### src/unlock_guard_defines.vh
// constants for the timed write unlock guard
//
// Overview of operation
// (RULE_01) protected writes only land while window open
// (RULE_02) key register sits at address C7h; code decodes APB address 31Ch, word index C7h
// (RULE_03) AAh write starts three-cycle wait for 55h; code waits between two and three machine cycles
// (RULE_04) timely 55h write opens the window
// (RULE_05) window stays open three machine cycles; code keeps it open between two and three, counted on divider ticks
// (RULE_06) window closes by itself afterwards
// (RULE_07) software writes AAh then 55h each time
// (RULE_08) guard covers watchdog, rom size, wait, reset flag
// (RULE_09) stray key writes or reset abandon everything
`ifndef UNLOCK_GUARD_DEFINES_VH
`define UNLOCK_GUARD_DEFINES_VH
`define KEY_REG_ADDR    12'h31C
`define KEY_REG_INDEX   8'hC7
`define PROT_REG_ADDR   12'h320
`define STAT_REG_ADDR   12'h324
`define KEY_FIRST       8'hAA
`define KEY_SECOND      8'h55
`define WAIT_MC         3
`define OPEN_MC         3
`define CLK_PER_MC      12
`define WD_CTRL_LSB     0
`define WD_CTRL_W       4
`define ROM_SIZE_LSB    4
`define ROM_SIZE_W      2
`define WAIT_STATE_BIT  6
`define POR_FLAG_BIT    7
`define PROT_RESET      8'h80
`endif

### src/unlock_guard.v
// timed write unlock guard with apb register slave
//
// Decided for this implementation: the APB interface to the registers.
`timescale 1ns/1ps
`include "unlock_guard_defines.vh"
module unlock_guard #(
  parameter CLK_PER_MC = `CLK_PER_MC,
  parameter WAIT_MC    = `WAIT_MC,
  parameter OPEN_MC    = `OPEN_MC
) (
  input  wire        i_clk,
  input  wire        i_rst_n,
  input  wire        i_psel,
  input  wire        i_penable,
  input  wire        i_pwrite,
  input  wire [11:0] i_paddr,
  input  wire [31:0] i_pwdata,
  output reg         o_pready,
  output reg  [31:0] o_prdata,
  output reg         o_pslverr,
  output reg  [3:0]  o_watchdog_ctrl,
  output reg  [1:0]  o_rom_size,
  output reg         o_wait_state_en,
  output reg         o_por_flag,
  output reg         o_window_open
);
  localparam [2:0] ST_IDLE = 3'b001;
  localparam [2:0] ST_WAIT = 3'b010;
  localparam [2:0] ST_OPEN = 3'b100;

  reg  [2:0]  state_ff;
  reg  [2:0]  nxt_state;
  reg  [7:0]  mc_div_ff;
  reg  [7:0]  mc_left_ff;
  reg  [7:0]  nxt_mc_left;
  reg  [7:0]  prot_ff;
  reg  [7:0]  nxt_prot;
  reg         acc_done_ff;
  wire        setup_ok;
  wire        wr_key;
  wire        wr_prot;
  wire        mc_tick;

  // how the guard behaves, seen from software:
  // - the key register takes two values in a row, first key then second key
  // - the first key arms a short wait, counted in machine cycles
  // - the second key inside that wait opens the write window
  // - any other key value, or a second key with nothing armed, drops it all
  // - while the window is open the protected register takes writes
  // - outside the window such writes answer normally but change nothing
  // - the window shuts by itself once its machine cycles have run out
  //
  // timing notes:
  // - a machine cycle is CLK_PER_MC clocks, made by a free running divider
  // - counts decrement on divider ticks, not from the write itself,
  //   so the real wait and open spans lie between N-1 and N machine cycles
  // - this trades exactness for one shared divider instead of one per count
  // - software that follows the first key at once with the second key
  //   is always inside the wait, whatever the divider phase
  //
  // bus notes:
  // - every access phase takes two cycles, pready comes one cycle late
  // - acc_done_ff stops a held access from being taken again in the cycle that pready is high
  // - unmapped addresses answer with an error, writes there are dropped
  // - the key register reads zero so the keys never show on the bus
  //
  // hazard: a first key written while the window is open closes it,
  // so a sequence restarted in the middle of an update loses the window

  // address decode, used by the write strobes, the error flag and read data
  function is_key;
    input [11:0] addr;
    begin
      is_key = (addr == `KEY_REG_ADDR);
    end
  endfunction

  function is_prot;
    input [11:0] addr;
    begin
      is_prot = (addr == `PROT_REG_ADDR);
    end
  endfunction

  function is_stat;
    input [11:0] addr;
    begin
      is_stat = (addr == `STAT_REG_ADDR);
    end
  endfunction

  function is_mapped;
    input [11:0] addr;
    begin
      is_mapped = is_key(addr) | is_prot(addr) | is_stat(addr);
    end
  endfunction

  // apb access phase answered one cycle after it starts
  assign setup_ok = i_psel & i_penable & ~acc_done_ff;
  assign wr_key   = setup_ok & i_pwrite & is_key(i_paddr);  // RULE_02
  assign wr_prot  = setup_ok & i_pwrite & is_prot(i_paddr);
  assign mc_tick  = (mc_div_ff == CLK_PER_MC[7:0] - 8'h01);

  // machine cycle divider, free running
  always @(posedge i_clk) begin
    if (!i_rst_n)
      mc_div_ff <= 8'h00;
    else if (mc_tick)
      mc_div_ff <= 8'h00;
    else
      mc_div_ff <= mc_div_ff + 8'h01;
  end

  // key sequencer; cycle counts start at the next machine cycle boundary
  always @* begin
    nxt_state   = state_ff;
    nxt_mc_left = mc_left_ff;
    if (wr_key) begin
      if (i_pwdata[7:0] == `KEY_FIRST) begin
        nxt_state   = ST_WAIT;  // RULE_03
        nxt_mc_left = WAIT_MC[7:0];
      end else if (i_pwdata[7:0] == `KEY_SECOND && state_ff == ST_WAIT) begin
        nxt_state   = ST_OPEN;  // RULE_04
        nxt_mc_left = OPEN_MC[7:0];  // RULE_05
      end else begin
        nxt_state   = ST_IDLE;  // RULE_09
        nxt_mc_left = 8'h00;
      end
    end else if (mc_tick) begin
      case (state_ff)
        ST_WAIT,
        ST_OPEN: begin
          if (mc_left_ff <= 8'h01) begin
            nxt_state   = ST_IDLE;  // RULE_06
            nxt_mc_left = 8'h00;
          end else begin
            nxt_mc_left = mc_left_ff - 8'h01;
          end
        end
        default: begin
          nxt_state   = ST_IDLE;
          nxt_mc_left = 8'h00;
        end
      endcase
    end
  end

  // protected bits: watchdog, rom size, wait state, reset flag
  always @* begin
    nxt_prot = prot_ff;
    if (wr_prot && state_ff == ST_OPEN)  // RULE_01 RULE_08
      nxt_prot = i_pwdata[7:0];
  end

  // sequencer and protected register; reset drops any pending key
  always @(posedge i_clk) begin
    if (!i_rst_n) begin
      state_ff   <= ST_IDLE;  // RULE_09
      mc_left_ff <= 8'h00;
      prot_ff    <= `PROT_RESET;
    end else begin
      state_ff   <= nxt_state;
      mc_left_ff <= nxt_mc_left;
      prot_ff    <= nxt_prot;
    end
  end

  // apb answer; pready is a one cycle pulse, never two in a row
  always @(posedge i_clk) begin
    if (!i_rst_n) begin
      acc_done_ff <= 1'b0;
      o_pready    <= 1'b0;
      o_pslverr   <= 1'b0;
    end else begin
      acc_done_ff <= setup_ok;
      o_pready    <= setup_ok;
      o_pslverr   <= setup_ok & ~is_mapped(i_paddr);
    end
  end

  // read data; key register is write only and reads zero
  always @(posedge i_clk) begin
    if (!i_rst_n) begin
      o_prdata <= 32'h00000000;
    end else if (setup_ok && !i_pwrite) begin
      if (is_prot(i_paddr))
        o_prdata <= {24'h000000, prot_ff};
      else if (is_stat(i_paddr))
        o_prdata <= {24'h000000, mc_left_ff[3:0], 1'b0, state_ff};
      else
        o_prdata <= 32'h00000000;
    end
  end

  // protected copies follow the next value, so they never lag the register
  always @(posedge i_clk) begin
    if (!i_rst_n) begin
      o_watchdog_ctrl <= 4'h0;
      o_rom_size      <= 2'h0;
      o_wait_state_en <= 1'b0;
      o_por_flag      <= 1'b1;
    end else begin
      o_watchdog_ctrl <= nxt_prot[`WD_CTRL_LSB +: `WD_CTRL_W];  // RULE_08
      o_rom_size      <= nxt_prot[`ROM_SIZE_LSB +: `ROM_SIZE_W];
      o_wait_state_en <= nxt_prot[`WAIT_STATE_BIT];
      o_por_flag      <= nxt_prot[`POR_FLAG_BIT];
    end
  end

  // window flag, high exactly while writes to protected bits land
  always @(posedge i_clk) begin
    if (!i_rst_n)
      o_window_open <= 1'b0;
    else
      o_window_open <= (nxt_state == ST_OPEN);  // RULE_05
  end
endmodule // unlock_guard

### config.mk
export PLATFORM = sky130hd
export DESIGN_NAME = unlock_guard
export DESIGN_NICKNAME = d
export VERILOG_FILES = /design/src/unlock_guard.v
export VERILOG_INCLUDE_DIRS = /design/src
export SDC_FILE = /design/constraint.sdc
export NUM_CORES = 1
export LEC_CHECK = 0
export ABC_AREA = 1
export BUFFER_PORTS_ARGS = -buffer_cell sky130_fd_sc_hd__buf_4
export CORE_ASPECT_RATIO = 1.5
export CORE_UTILIZATION = 49
export CTS_CLUSTER_DIAMETER = 150
export CTS_CLUSTER_SIZE = 12
export DETAILED_ROUTE_END_ITERATION = 16
export GPL_ROUTABILITY_DRIVEN = 0
export PLACE_DENSITY = 0.81
export SETUP_SLACK_MARGIN = 0.4
export SKIP_CTS_REPAIR_TIMING = 1
export SLEW_MARGIN = 0
export SYNTH_ARGS = -nofsm -noshare
export SYNTH_HDL_FRONTEND = slang
export SYNTH_SLANG_ARGS = --single-unit
export TNS_END_PERCENT = 30
### constraint.sdc
create_clock -name i_clk -period 1.88 [get_ports i_clk]
set_input_delay 0.282 -clock i_clk [delete_from_list [all_inputs] [get_ports i_clk]]
set_output_delay 0.282 -clock i_clk [all_outputs]
set_load 0.02 [all_outputs]
==> results.cfg <==
[run_status]
status = finished with violations
violations = design-rule violations

[detailed_routing]
firstDrtPassIters = 14
drc = 2
drt_iter0_markers = 90
routedWlPerCell_microns = 11.47
via_count = 2290
wl_mm = 5.310
ant_nets = 0
avgViaCountPerCell = 4.946

[grt]
grt_max_degree = 16
grt_pass1_vias = 2052
antenna_found_initial = 0
grt_pass1_wl_mm = 8.507
track_usage_pct = 21.79
grt.overflow.total = 0

[layout]
multiInputGateArea_sq_um = 1272
area_growth_pct = 20.03
layout_common_cells = nor2_1 (81), nand2_1 (75), buf_4 (48), inv_1 (47), dfxtp_1 (35)
mostFrequentLayoutCell = nor2_1
seqCellArea_sq_um = 764.5
nFillCells = 416
final_nets = 466
drive_gt1_share_pct = 20.96
antenna_cells = 0
finish.utilization_pct = 61.42

[clocking]
clkLatencyLatePin_ps = 290
clock_sinks = 38
clk_path_buf_depth = 2
cts_inserted_buffers = 5
cts_tree = yes
ctsRootBufferMaster = clkbuf_8
htree_levels = 2
cts.clk_slew.worst_paths_ps = 80

[synth]
avgSynthCellArea_sq_um = 6.314
synth_cell_types = 29
async_flop_share_pct = 0
synth-seq-cells = 38
synth_area_leader_cell = dfxtp_1
seq_area_frac_synth_pct = 33.01
synth_area_leaders = dfxtp_1 (33%), nor2_1 (13%), nand2_1 (13%)
syn_area_sq_um = 2305
synth_top_flop_cell = dfxtp_1
synth_edf_count = 0
postSynthCellCount = 365
ys_warn_count = 0
synth_top_area_share_pct = 33.01

[pwr]
p_clk_share_pct = 40.4
power-per-cell-area_nw_per_um2 = 623.1
ir_worst_vdd_uv = 431.0
switching_share_pct = 25.63
p_int_mw = 1.282
p_comb_share_pct = 11.6
switching_power_mw = 0.4418
power.leakage_nw = 1.433
seqPwrFrac_pct = 48.0

[worst_setup_path]
cp-start-kind = register
worstSetupEndpointType = register
path_class = reg -> reg
crit_required_ps = 2110
worstPathArrival_ps = 1710
worstPathMaxFanout = 4

[placement]
hpwl_mm = 3.900
port_buffers = 43

[floorplan]
ioPinCount = 92
die-width_microns = 58.00
coreArea_sq_um = 4504
rows = 30
initial_core_util_pct = 51.17
dieHeight_microns = 86.00
dieArea_sq_um = 4987

[sta]
period_needed_ps = 1480
finalSetupTns_ps = 0
finalHoldViolCount = 0
drv_slew = 0
fmax_mhz = 675.7
rsz0062_at_grt = yes
setup_viol = 0
fin_crit_sh_pct = 78.72
fin_worst_skew_ps = 6.317

[min_path]
hp-class = in -> reg

[run]
drv_cap = 0
==> power by group through the flow <==
| stage | Sequential, mW | Clock, mW | Combinational (mW) |
|---|---|---|---|
| after floorplan | 0.858 | 0 | 0.141 |
| after global placement | 0.847 | 0 | 0.191 |
| after detailed placement | 0.847 | 0 | 0.194 |
| after CTS | 0.828 | 0.698 | 0.194 |
| after global routing | 0.830 | 0.727 | 0.221 |
| final | 0.828 | 0.696 | 0.200 |
==> cell type report <==
type | count | share of cell area (%)
clock buffer | 5 | 2.488
clock inverter | 3 | 1.447
inverter | 52 | 7.237
multi-input combinational | 269 | 46.00
sequential | 38 | 27.63
tap | 48 | 2.171
timing repair buffer | 48 | 13.03
==> metal layers <==
layer  GRT usage [%]  share of wire [%]  wire length, microns  vias to the layer above
met5               0                  0                     0                        -
met3           3.469                4.2                   221                       10
li1                -                  -                     -                     1175
met2           43.05                 55                  2916                       70
met1           21.83                 39                  2055                     1035
met4           8.225                2.2                   115                        0
==> critical path: stages, from the launching register on <==
cell and delay, ps:
dfxtp_2 370, inv_4 60, ha_1 200, nor2_1 110, nor2_1 70, nand2_2 100, nand2_2 90, nand2_2 80
nand2_1 60, nand2_1 80, nand2_2 70, a21oi_1 120
==> through the flow <==
stage          total power [mW]  setup WS, ps  instances  cell area, sq um  hold slack, ps
2_1_floorplan            0.9997         493.1        388              2391           416.9
3_3_place_gp              1.037         266.0        452              2570           432.0
3_5_place_dp              1.041         214.6        452              2570           444.2
4_1_cts                   1.721         170.6        460              2679           234.4
5_1_grt                   1.778         338.9        463              2766           241.7
6_report                  1.724         400.1        463              2766           234.5
==> sequential cells by signal (all words and copies together) (netlist names) <==
signal,cells
mc_div_ff,8
mc_left_ff,8
prot_ff,8
o_pslverr,1
o_window_open,1
o_prdata,8
acc_done_ff,1
state_ff,3
==> cell families after synthesis <==
group / synth area share, %
fa+ha+maj: 1.629
buf+inv: 18.30
simple gates: 39.69
flops: 33.01
other cells: 0.1627
xor+xnor: 1.140
compound gates: 6.081
==> cells in the mapped netlist, types with 2 or more instances <==
cell type	n
a21oi_1	8
dfxtp_1	38
nor3_1	6
o21ai_1	2
nand3_1	21
nand2_1	81
inv_2	2
nor3_4	2
nor2_2	3
ha_1	3
buf_2	2
inv_1	50
xor2_1	3
o21ai_0	18
nand4_1	7
buf_4	25
nor2_1	82
==> final timing paths <==
kind	slack, ps	depth (start not counted)	end	from
max	400	11	mc_left_ff[5]	mc_left_ff[1]
min reg2reg	450	1	mc_div_ff[0]	mc_div_ff[0]
max reg2reg	400	11	mc_left_ff[5]	mc_left_ff[1]
min	230	3	prot_ff[5]	i_pwdata[5]
Power figures use the tool's default switching activity.
